**src/ipw_map.svh**
```systemverilog
// Constants for the prioritised interrupt controller with wake-up routing.
`ifndef IPW_MAP_SVH
`define IPW_MAP_SVH
`define IPW_NUM_IRQ 24
`define IPW_FIRST_EXC 16
`define IPW_PRIO_W 2
`define IPW_EXC_W 6
`define IPW_EXC_NMI 6'h02
`define IPW_EXC_HARDFAULT 6'h03
`define IPW_EXC_NONE 6'h00
`define IPW_RESERVED_MASK 24'h020000
`define IPW_WAKE_SLEEP_MASK 24'hfdfe7f
`define IPW_WAKE_HIB_MASK 24'h00000b
`define IPW_NMI_SRC_OFF 2'h0
`define IPW_NMI_SRC_PIN 2'h1
`define IPW_NMI_SRC_CLKLOSS 2'h2
`define IPW_NMI_SRC_BROWNOUT 2'h3
`endif

```
**src/ipw_pkg.sv**
```systemverilog
// Types for the prioritised interrupt controller with wake-up routing.
package ipw_pkg;
   typedef enum logic [1:0] {
      IPW_RUN = 2'b00,
      IPW_SLEEP = 2'b01,
      IPW_HIBERNATE = 2'b10,
      IPW_SHUTDOWN = 2'b11
   } ipw_mode_t;
   typedef enum logic [1:0] {
      IPW_WAKE_NONE = 2'b00,
      IPW_WAKE_RESUME = 2'b01,
      IPW_WAKE_RESTART = 2'b10
   } ipw_wake_t;
endpackage

```
**src/ipw_controller.sv**
```systemverilog
// Prioritised interrupt controller with non-maskable steering and wake routing.
`include "ipw_map.svh"
`timescale 1ns/10ps
`default_nettype none

// What this block does
// - Takes 24 peripheral lines, numbered from exception 16 upward.
// - Every programmable line has exactly four priority levels.
// - Software sets each line's priority on its own.
// - During a handler only strictly higher priority requests reach the core.
// - Equal priority ties go to the lower exception number.
// - Non-maskable source is off, pin, clock loss or brownout.
// - Reset, non-maskable, hard fault sit above all programmable levels; NMI not in shutdown.
// - Only a fixed subset of lines may wake the core.
// - Lines 16, 17, 19 wake from sleep and hibernate; shutdown only by pin toggle.
// - Converter line 21 wakes from sleep only.
// - Random source line 22 wakes from sleep only.
// - Hard fault never wakes the core.
// - A wake from sleep resumes execution in run mode.
// - A wake from hibernate restarts the core at the reset vector.
module ipw_controller
   import ipw_pkg::*;
#(
   parameter int NUM_IRQ = `IPW_NUM_IRQ
) (
   // Clock and reset.
   input wire logic clock,
   input wire logic rst,
   // Peripheral request pins, bit 0 is exception 16.
   input wire logic [NUM_IRQ-1:0] irqPin,
   // Priority and enable configuration from software.
   input wire logic [NUM_IRQ*`IPW_PRIO_W-1:0] irqPrio,
   input wire logic [NUM_IRQ-1:0] irqEnable,
   input wire logic [NUM_IRQ-1:0] pendClear,
   // Non-maskable source selection and source pins.
   input wire logic [1:0] nmiSel,
   input wire logic nmiPin,
   input wire logic clockLoss,
   input wire logic brownout,
   input wire logic hardFault,
   // Power mode and the dedicated shutdown wake pin.
   input wire logic [1:0] powerMode,
   input wire logic shutdown_wake_pin,
   // Core side.
   input wire logic coreAck,
   input wire logic handlerActive,
   input wire logic [`IPW_PRIO_W-1:0] activePrio,
   input wire logic activeFixed,
   output logic irqReq,
   output logic [`IPW_EXC_W-1:0] irqExc,
   output logic [NUM_IRQ-1:0] pendState,
   output logic [1:0] wakeAction
);

   typedef struct packed {
      logic [NUM_IRQ-1:0] pinS1;
      logic [NUM_IRQ-1:0] pinS2;
      logic [NUM_IRQ-1:0] pinLast;
      logic [2:0] nmiS1;
      logic [2:0] nmiS2;
      logic [1:0] wpS1;
      logic [1:0] wpS2;
      logic wpLast;
      logic [NUM_IRQ-1:0] pend;
      logic req;
      logic [`IPW_EXC_W-1:0] exc;
      logic [1:0] wake;
   } ipw_state_t;

   ipw_state_t state_r;
   ipw_state_t state_nxt;

   function automatic logic [`IPW_PRIO_W-1:0] prioOf(input int idx);
      prioOf = irqPrio[idx*`IPW_PRIO_W +: `IPW_PRIO_W];
   endfunction

   logic [NUM_IRQ-1:0] rise;
   logic nmiRaw;
   logic nmiLive;
   logic winFound;
   logic [`IPW_PRIO_W-1:0] winPrio;
   logic [`IPW_EXC_W-1:0] winExc;
   logic [NUM_IRQ-1:0] wakeMask;
   logic wakeHit;
   ipw_mode_t mode;

   always_comb begin
      mode = ipw_mode_t'(powerMode);
      rise = state_r.pinS2 & ~state_r.pinLast;
      // Source is chosen by software; shutdown has no live non-maskable path.
      unique case (nmiSel)
         `IPW_NMI_SRC_PIN: nmiRaw = state_r.nmiS2[0];
         `IPW_NMI_SRC_CLKLOSS: nmiRaw = state_r.nmiS2[1];
         `IPW_NMI_SRC_BROWNOUT: nmiRaw = state_r.nmiS2[2];
         default: nmiRaw = 1'b0;
      endcase
      nmiLive = nmiRaw && mode != IPW_SHUTDOWN;
      // Strict less-than on the level and lowest index first breaks ties.
      winFound = 1'b0;
      winPrio = '0;
      winExc = `IPW_EXC_NONE;
      for (int i = 0; i < NUM_IRQ; i++) begin
         if (state_r.pend[i] && irqEnable[i]) begin
            if (!winFound || prioOf(i) < winPrio) begin
               winFound = 1'b1;
               winPrio = prioOf(i);
               winExc = 6'(i + `IPW_FIRST_EXC);
            end
         end
      end
      // Wake routing per mode; hard fault is not an input here at all.
      unique case (mode)
         IPW_SLEEP: wakeMask = `IPW_WAKE_SLEEP_MASK;
         IPW_HIBERNATE: wakeMask = `IPW_WAKE_HIB_MASK;
         default: wakeMask = '0;
      endcase
      wakeHit = |(state_r.pend & irqEnable & wakeMask)
         || (nmiLive && mode != IPW_RUN)
         || (mode == IPW_SHUTDOWN && state_r.wpS2[1] != state_r.wpLast);
   end

   always_comb begin
      state_nxt = state_r;
      state_nxt.pinS1 = irqPin;
      state_nxt.pinS2 = state_r.pinS1;
      state_nxt.pinLast = state_r.pinS2;
      state_nxt.nmiS1 = {brownout, clockLoss, nmiPin};
      state_nxt.nmiS2 = state_r.nmiS1;
      state_nxt.wpS1 = {state_r.wpS1[0], shutdown_wake_pin};
      state_nxt.wpS2 = {state_r.wpS2[0], state_r.wpS1[1]};
      state_nxt.wpLast = state_r.wpS2[1];
      // Clear first so a same-cycle edge sets the flag again.
      state_nxt.pend = state_r.pend & ~pendClear;
      if (coreAck && state_r.req && state_r.exc >= `IPW_FIRST_EXC) begin
         state_nxt.pend[state_r.exc - `IPW_FIRST_EXC] = 1'b0;
      end
      state_nxt.pend = (state_nxt.pend | rise) & ~`IPW_RESERVED_MASK;
      // Fixed exceptions outrank every programmable level.
      state_nxt.req = 1'b0;
      state_nxt.exc = `IPW_EXC_NONE;
      if (hardFault && !(handlerActive && activeFixed)) begin
         state_nxt.req = 1'b1;
         state_nxt.exc = `IPW_EXC_HARDFAULT;
      end else if (nmiLive && !(handlerActive && activeFixed)) begin
         state_nxt.req = 1'b1;
         state_nxt.exc = `IPW_EXC_NMI;
      end else if (winFound && (!handlerActive || (!activeFixed && winPrio < activePrio))) begin
         state_nxt.req = 1'b1;
         state_nxt.exc = winExc;
      end
      if (mode == IPW_SLEEP && wakeHit) begin
         state_nxt.wake = IPW_WAKE_RESUME;
      end else if (mode != IPW_RUN && mode != IPW_SLEEP && wakeHit) begin
         state_nxt.wake = IPW_WAKE_RESTART;
      end else begin
         state_nxt.wake = IPW_WAKE_NONE;
      end
   end

   always_ff @(posedge clock or posedge rst) begin
      if (rst) begin
         state_r <= '0;
      end else begin
         state_r <= state_nxt;
      end
   end

   assign irqReq = state_r.req;
   assign irqExc = state_r.exc;
   assign pendState = state_r.pend;
   assign wakeAction = state_r.wake;

   a_reserved_never: assert property (@(posedge clock) disable iff (rst)
      !pendState[17]) else $error("Reserved exception pending.");
   a_preempt_strict: assert property (@(posedge clock) disable iff (rst)
      $past(handlerActive) && !$past(activeFixed) && irqReq && irqExc >= 6'h10
      |-> prioOf(int'(irqExc) - 16) < $past(activePrio)
      || $past(pendClear) != '0) else $error("Preempted without higher level.");
   a_tie_lower: assert property (@(posedge clock) disable iff (rst)
      $past(winFound) && !$past(hardFault) && !$past(nmiLive) && !$past(handlerActive)
      |-> irqExc == $past(winExc)) else $error("Wrong winner granted.");
   a_hf_first: assert property (@(posedge clock) disable iff (rst)
      $past(hardFault) && !$past(handlerActive) |-> irqExc == 6'h03)
      else $error("Hard fault not first.");
   a_nmi_shutdown: assert property (@(posedge clock) disable iff (rst)
      $past(powerMode) == 2'h3 && !$past(hardFault) |-> irqExc != 6'h02)
      else $error("NMI in shutdown.");
   a_pend_holds: assert property (@(posedge clock) disable iff (rst)
      pendState[0] && !pendClear[0] && !(coreAck && irqReq && irqExc == 6'h10)
      |=> pendState[0]) else $error("Pending dropped.");
   a_edge_pends: assert property (@(posedge clock) disable iff (rst)
      rise[0] |=> pendState[0]) else $error("Edge lost.");
   a_run_nowake: assert property (@(posedge clock) disable iff (rst)
      $past(powerMode) == 2'h0 |-> wakeAction == 2'h0) else $error("Wake in run.");
   a_hib_adc: assert property (@(posedge clock) disable iff (rst)
      $past(powerMode) == 2'h2 && $past(wakeAction) == 2'h0 && $past(pendState) == 24'h20
      && !$past(nmiLive) |-> wakeAction == 2'h0) else $error("Converter woke hibernate.");
   a_sleep_resume: assert property (@(posedge clock) disable iff (rst)
      $past(powerMode) == 2'h1 && wakeAction != 2'h0 |-> wakeAction == 2'h1)
      else $error("Sleep wake not resume.");
   a_hib_restart: assert property (@(posedge clock) disable iff (rst)
      $past(powerMode) == 2'h2 && wakeAction != 2'h0 |-> wakeAction == 2'h2)
      else $error("Hibernate wake not restart.");

   // The checks below use literal numbers so a wrong constant in the map still shows up.
   // A request always carries a fixed or a peripheral exception number.
   a_exc_range: assert property (@(posedge clock) disable iff (rst)
      irqReq |-> irqExc == 6'h02 || irqExc == 6'h03 || (irqExc >= 6'h10 && irqExc <= 6'h27))
      else $error("Request number out of range.");

   // The reserved number is never presented to the core.
   a_reserved_req: assert property (@(posedge clock) disable iff (rst)
      irqExc != 6'h21)
      else $error("Reserved number requested.");

   // A software clear without a new edge empties the flag.
   a_pend_clear: assert property (@(posedge clock) disable iff (rst)
      pendClear[0] && !rise[0] |=> !pendState[0])
      else $error("Clear ignored.");

   // An accepted request leaves the pending set unless a new edge arrives.
   a_ack_clears: assert property (@(posedge clock) disable iff (rst)
      coreAck && irqReq && irqExc == 6'h10 && !rise[0] |=> !pendState[0])
      else $error("Accepted request still pending.");

   // Nothing to serve means no request.
   a_no_req_empty: assert property (@(posedge clock) disable iff (rst)
      $past(pendState & irqEnable) == 24'h0 && !$past(hardFault) && !$past(nmiLive) |-> !irqReq)
      else $error("Request with nothing pending.");

   // A fixed-priority handler cannot be preempted by anything.
   a_fixed_blocks: assert property (@(posedge clock) disable iff (rst)
      $past(handlerActive) && $past(activeFixed) |-> !irqReq)
      else $error("Fixed handler preempted.");

   // The non-maskable request outranks every programmable line.
   a_nmi_over_prog: assert property (@(posedge clock) disable iff (rst)
      $past(nmiLive) && !$past(hardFault) && !$past(handlerActive) |-> irqReq && irqExc == 6'h02)
      else $error("NMI not granted first.");

   // Pin, wakeup timer and external lines wake hibernate with a restart.
   a_hib_wake: assert property (@(posedge clock) disable iff (rst)
      $past(powerMode) == 2'h2 && ($past(pendState & irqEnable) & 24'h00000b) != 24'h0
      |-> wakeAction == 2'h2) else $error("Hibernate wake line ignored.");

   // Every sleep-capable line wakes sleep with a resume.
   a_sleep_any: assert property (@(posedge clock) disable iff (rst)
      $past(powerMode) == 2'h1 && ($past(pendState & irqEnable) & 24'hfdfe7f) != 24'h0
      |-> wakeAction == 2'h1) else $error("Sleep wake line ignored.");

   // The random source wakes sleep.
   a_rng_sleep: assert property (@(posedge clock) disable iff (rst)
      $past(powerMode) == 2'h1 && $past(pendState[6] && irqEnable[6]) |-> wakeAction == 2'h1)
      else $error("Random source did not wake sleep.");

   // The converter wakes sleep.
   a_adc_sleep: assert property (@(posedge clock) disable iff (rst)
      $past(powerMode) == 2'h1 && $past(pendState[5] && irqEnable[5]) |-> wakeAction == 2'h1)
      else $error("Converter did not wake sleep.");

   // The random source alone cannot wake hibernate.
   a_rng_hib: assert property (@(posedge clock) disable iff (rst)
      $past(powerMode) == 2'h2 && $past(pendState) == 24'h40 && !$past(nmiLive)
      |-> wakeAction == 2'h0) else $error("Random source woke hibernate.");

   // A hard fault alone never wakes the core.
   a_hf_nowake: assert property (@(posedge clock) disable iff (rst)
      $past(hardFault) && $past(pendState & irqEnable) == 24'h0 && !$past(nmiLive)
      |-> wakeAction == 2'h0) else $error("Hard fault woke the core.");

   // Shutdown only ever restarts.
   a_shutdown_pin: assert property (@(posedge clock) disable iff (rst)
      $past(powerMode) == 2'h3 && wakeAction != 2'h0 |-> wakeAction == 2'h2)
      else $error("Shutdown wake not restart.");

   // With the source switched off no non-maskable request appears.
   a_nmi_steer: assert property (@(posedge clock) disable iff (rst)
      $past(nmiSel) == 2'h0 |-> irqExc != 6'h02)
      else $error("NMI raised while off.");

   // The non-maskable source wakes sleep.
   a_nmi_wakes: assert property (@(posedge clock) disable iff (rst)
      $past(nmiLive) && $past(powerMode) == 2'h1 |-> wakeAction == 2'h1)
      else $error("NMI did not wake sleep.");

   // The non-maskable source wakes hibernate with a restart.
   a_hib_nmi: assert property (@(posedge clock) disable iff (rst)
      $past(nmiLive) && $past(powerMode) == 2'h2 |-> wakeAction == 2'h2)
      else $error("NMI did not wake hibernate.");

   // Lines outside the hibernate subset stay quiet there.
   a_hib_subset: assert property (@(posedge clock) disable iff (rst)
      $past(powerMode) == 2'h2 && !$past(nmiLive) && ($past(pendState) & 24'h00000b) == 24'h0
      |-> wakeAction == 2'h0) else $error("Hibernate woken by other line.");

   // Lines outside the sleep subset stay quiet there.
   a_sleep_subset: assert property (@(posedge clock) disable iff (rst)
      $past(powerMode) == 2'h1 && !$past(nmiLive) && ($past(pendState) & 24'hfdfe7f) == 24'h0
      |-> wakeAction == 2'h0) else $error("Sleep woken by other line.");

   c_grant: cover property (@(posedge clock) disable iff (rst) irqReq && irqExc >= 6'h10);
   c_nmi: cover property (@(posedge clock) disable iff (rst) irqReq && irqExc == 6'h02);
   c_resume: cover property (@(posedge clock) disable iff (rst) wakeAction == 2'h1);
   c_restart: cover property (@(posedge clock) disable iff (rst) wakeAction == 2'h2);
   c_hard: cover property (@(posedge clock) disable iff (rst) irqReq && irqExc == 6'h03);

endmodule

`default_nettype wire

```
**config.mk**
```make
export PLATFORM = sky130hd
export DESIGN_NAME = ipw_controller
export DESIGN_NICKNAME = d
export VERILOG_FILES = /design/src/ipw_pkg.sv /design/src/ipw_controller.sv
export VERILOG_INCLUDE_DIRS = /design/src
export SDC_FILE = /design/constraint.sdc
export NUM_CORES = 1
export LEC_CHECK = 0
export BUFFER_PORTS_ARGS = -buffer_cell sky130_fd_sc_hd__buf_4
export CORE_MARGIN = 5
export CORE_UTILIZATION = 35
export CTS_CLUSTER_DIAMETER = 80
export CTS_CLUSTER_SIZE = 12
export DETAILED_ROUTE_END_ITERATION = 10
export PLACE_DENSITY = 0.54
export RECOVER_POWER = 100
export SYNTH_ARGS = -nofsm -noshare
export SYNTH_HDL_FRONTEND = slang
export SYNTH_SLANG_ARGS = --single-unit
```
**constraint.sdc**
```tcl
create_clock -name clock -period 15.7 [get_ports clock]
set_input_delay 2.355 -clock clock [delete_from_list [all_inputs] [get_ports clock]]
set_output_delay 2.355 -clock clock [all_outputs]
set_load 0.005 [all_outputs]
```
==> impl_metrics.py <==
metrics = {
    "worst_setup_path": {
        "critical_path_peak_fanout": 10,
        "rr_endpoint": "irqExc[3]$_DFF_PP0_",
        "setup.worst_path.start": "irqEnable[0]",
        "ff2ff_path_depth": 58,
        "rrSetupSlack_ns": 2.82,
        "end_kind": "flip-flop",
        "crit_path_start_kind": "input port",
        "crit_path_end": "irqExc[3]$_DFF_PP0_",
        "slowest_stage": "o41ai_4",
        "critPathRequiredTime_ns": 15.98,
        "reg2reg_from": "pendState[0]$_DFF_PP0_",
        "crit_arrival_ns": 14.76,
        "critPathMaxStageDelay_ns": 0.53,
        "worst_path_most_repeated_cell": "ha_1",
        "path_class": "in -> reg",
    },
    "clock_tree": {
        "numCtsBuffers": 9,
        "cts_sinks": 112,
        "postCtsHoldBufs": 0,
        "cts_setup_buffers": 0,
        "clk_pin_slew_ns": 0.07,
        "cts-resized-gates": 0,
        "cts_tree": "built",
        "clk_path_buf_depth": 2,
        "root_buffer": "clkbuf_16",
        "htreeDepth": 3,
        "clock_latency_ns": 0.34,
    },
    "grt": {
        "grt_max_degree": 72,
        "grt_pass1_vias": 5635,
        "grt.total_usage_pct": 16.8,
        "top_usage_layer": "met2",
        "grtUsageMet2_pct": 26.9,
        "grtUsageMet3_pct": 3.83,
        "grt_use_met1_pct": 22.7,
        "grt.overflow.total": 0,
        "grt_first_pass_wirelength_mm": 29.2,
        "antenna_found_initial": 1,
    },
    "floorplan": {
        "ios": 169,
        "die_h_um": 147,
        "core_area_mm2": 0.0186,
        "fp.dieW_um": 147,
        "start_util_pct": 35.5,
        "num_rows": 50,
        "dieArea_mm2": 0.0217,
    },
    "timing": {
        "timing.final.max_slew_violations": 115,
        "rsz0062_at_grt": "no",
        "setup_ws_ns": 1.22,
        "max_freq_mhz": 69.0,
        "finalCriticalPeriod_ns": 14.48,
        "slew_headroom_pct": -143,
        "holdWs_ns": 0.348,
        "min_period_over_period_pct": 92.3,
        "finalSetupTns_ns": 0,
        "hold_viol_final": 0,
        "setup_viol_count_final": 0,
        "worstMarginPinSlew_ns": 3.65,
        "finalClockSkew_ns": 0.00636,
    },
    "route": {
        "wire_per_inst_um": 16.8,
        "drt_wl_total_mm": 18.4,
        "drt-vias-per-instance": 5.21,
        "drt-initial-drc-count": 219,
        "ant_nets": 0,
        "drtPass1Iterations": 4,
        "drc": 0,
        "num_vias": 5704,
    },
    "cells_and_area": {
        "area_delta_synth_final_pct": 23.0,
        "final_nets": 1006,
        "final_common_cell": "dfrtp_1",
        "final_cell_mix": "dfrtp_1, buf_4, nand2_1, o21ai_0, clkbuf_4",
        "drive_gt1_share_pct": 25.3,
        "post-route-util_pct": 43.6,
        "seq_area_mm2": 0.00280,
        "multiInputGateArea_mm2": 0.00335,
        "fillers": 1908,
        "final_cell_area_mm2": 0.00814,
    },
    "logic_synthesis": {
        "avgSynthCellArea_um2": 9.21,
        "postSynthNetCount": 869,
        "synthDistinctLibCells": 98,
        "yosysSeqAreaShare_pct": 42.4,
        "synth_area_leaders": "dfrtp_1, o21ai_0, nand2_1",
        "yosysWarnings": 0,
        "netlist_area_mm2": 0.00661,
        "synth_edf_count": 0,
        "async_flop_share_pct": 100,
        "yosysTopAreaCellShare_pct": 42.4,
        "synth_top_flop_cell": "dfrtp_1",
        "yosys.area.top_type": "dfrtp_1",
        "syn-instance-count": 718,
        "synth-seq-cells": 112,
    },
    "pwr": {
        "comb_power_share_pct": 32.8,
        "p_sw_share_pct": 33.9,
        "leakage_nw": 3.63,
        "p_int_w": 0.000562,
        "peakVddDrop_mv": 0.0944,
        "clkPwrFrac_pct": 28.1,
        "p_per_area_mw_per_mm2": 104,
        "power_frac_seq_pct": 39.1,
        "switchingPower_w": 0.000288,
    },
    "min_path": {
        "hold_class": "reg -> reg",
    },
    "placed_design": {
        "hpwlAfterDp_mm": 15.0,
        "port_buffers": 162,
        "place_ws_ns": 1.04,
        "place_area_mm2": 0.00786,
        "gp_congestion": 0.857,
    },
    "run": {
        "maxCapViolCount": 2,
    },
    "status": {
        "outcome": "complete, but fails checks",
        "violations": "max-capacitance violations, max-slew violations",
    },
}
-- metrics by stage --
stage / power, W / std cells
after floorplan: 0.000533 / 718
after global placement: 0.000622 / 1078
after detailed placement: 0.000623 / 1078
after CTS: 0.000866 / 1094
after global routing: 0.000905 / 1095
final: 0.000850 / 1095
-- Yosys cell counts (4+ instances only) --
library cell / instances
a21o_1: 5
or3_1: 4
ha_1: 15
maj3_1: 5
and3_1: 4
o31ai_1: 7
o21bai_1: 6
a41oi_1: 4
nand2_1: 75
a21oi_1: 48
nand3_1: 28
and2_1: 11
inv_1: 50
nand2b_1: 7
o22ai_1: 11
nand4_1: 5
or2b_1: 5
nor3_1: 8
a211oi_1: 5
nand3b_1: 7
a31oi_1: 5
nor2b_1: 19
o21ai_0: 63
o311ai_0: 5
nor2_1: 51
a211o_1: 8
buf_4: 32
or2_2: 7
o221ai_1: 4
dfrtp_1: 112
o21a_1: 6
o32ai_1: 4
-- worst max-delay path: cells and delay by family --
kind | cells | cell delay (ns)
buffers and inverters | 2 | 0.18
adders and majority gates | 8 | 1.99
and+or+nand+nor | 21 | 3.67
muxes | 1 | 0.22
AOI/OAI and AO/OA | 27 | 6.34
-- area by class of cell --
class,instances,area share [%]
clock buffers,10,2.94
flip-flops and latches,112,34.4
inverters,50,2.32
clock inverters,6,1.01
multi-input cells,519,41.1
diodes,1,0.0308
repair buffers,163,14.5
well taps,234,3.60
-- cells by family (layout without fill, tap and decap cells) --
logic type | Yosys count | count (layout) | synth area share (%)
buffers and inverters | 87 | 229 | 6.98
XOR/XNOR | 1 | 1 | 0.132
flip-flops | 112 | 112 | 42.4
AND/OR/NAND/NOR | 256 | 256 | 20.0
AO/OA/AOI/OAI | 239 | 239 | 26.6
other | 1 | 2 | 0.0567
adder cells (fa/ha/maj) | 20 | 20 | 3.59
multiplexers | 2 | 2 | 0.322
-- state kept, by name, indices dropped and copies added (netlist names) --
signal / cells
state_nxt: 53
state_r: 27
pendState: 23
irqExc: 6
wakeAction: 2
irqReq: 1
-- per-layer routing --
layer	vias to the layer above	part of all wire, %
met3	16	5.5
met4	0	1.6
li1	2857	-
met1	2682	46
met2	149	47
met5	-	0
-- worst min path at each step --
stage | start | to | slack, ns | depth (start not counted)
final | state_nxt[35]$_DFF_PP0_ | state_nxt[33]$_DFF_PP0_ | 0.35 | 0
after global routing | state_nxt[86]$_DFF_PP0_ | state_nxt[62]$_DFF_PP0_ | 0.36 | 0
after CTS | state_nxt[80]$_DFF_PP0_ | state_nxt[56]$_DFF_PP0_ | 0.35 | 0
after detailed placement | state_nxt[69]$_DFF_PP0_ | state_nxt[45]$_DFF_PP0_ | 0.33 | 0
after global placement | state_nxt[79]$_DFF_PP0_ | state_nxt[55]$_DFF_PP0_ | 0.33 | 0
after floorplan | state_nxt[35]$_DFF_PP0_ | state_nxt[33]$_DFF_PP0_ | 0.33 | 0
-- power groups by stage --
stage	Clock (W)	Combinational, W	Sequential [W]
2_1_floorplan	0	0.000205	0.000328
3_3_place_gp	0	0.000284	0.000338
5_1_grt	0.000259	0.000310	0.000336
3_5_place_dp	0	0.000284	0.000339
6_report	0.000239	0.000278	0.000333
4_1_cts	0.000247	0.000286	0.000333
No activity file was read; power rests on OpenSTA's default activity.
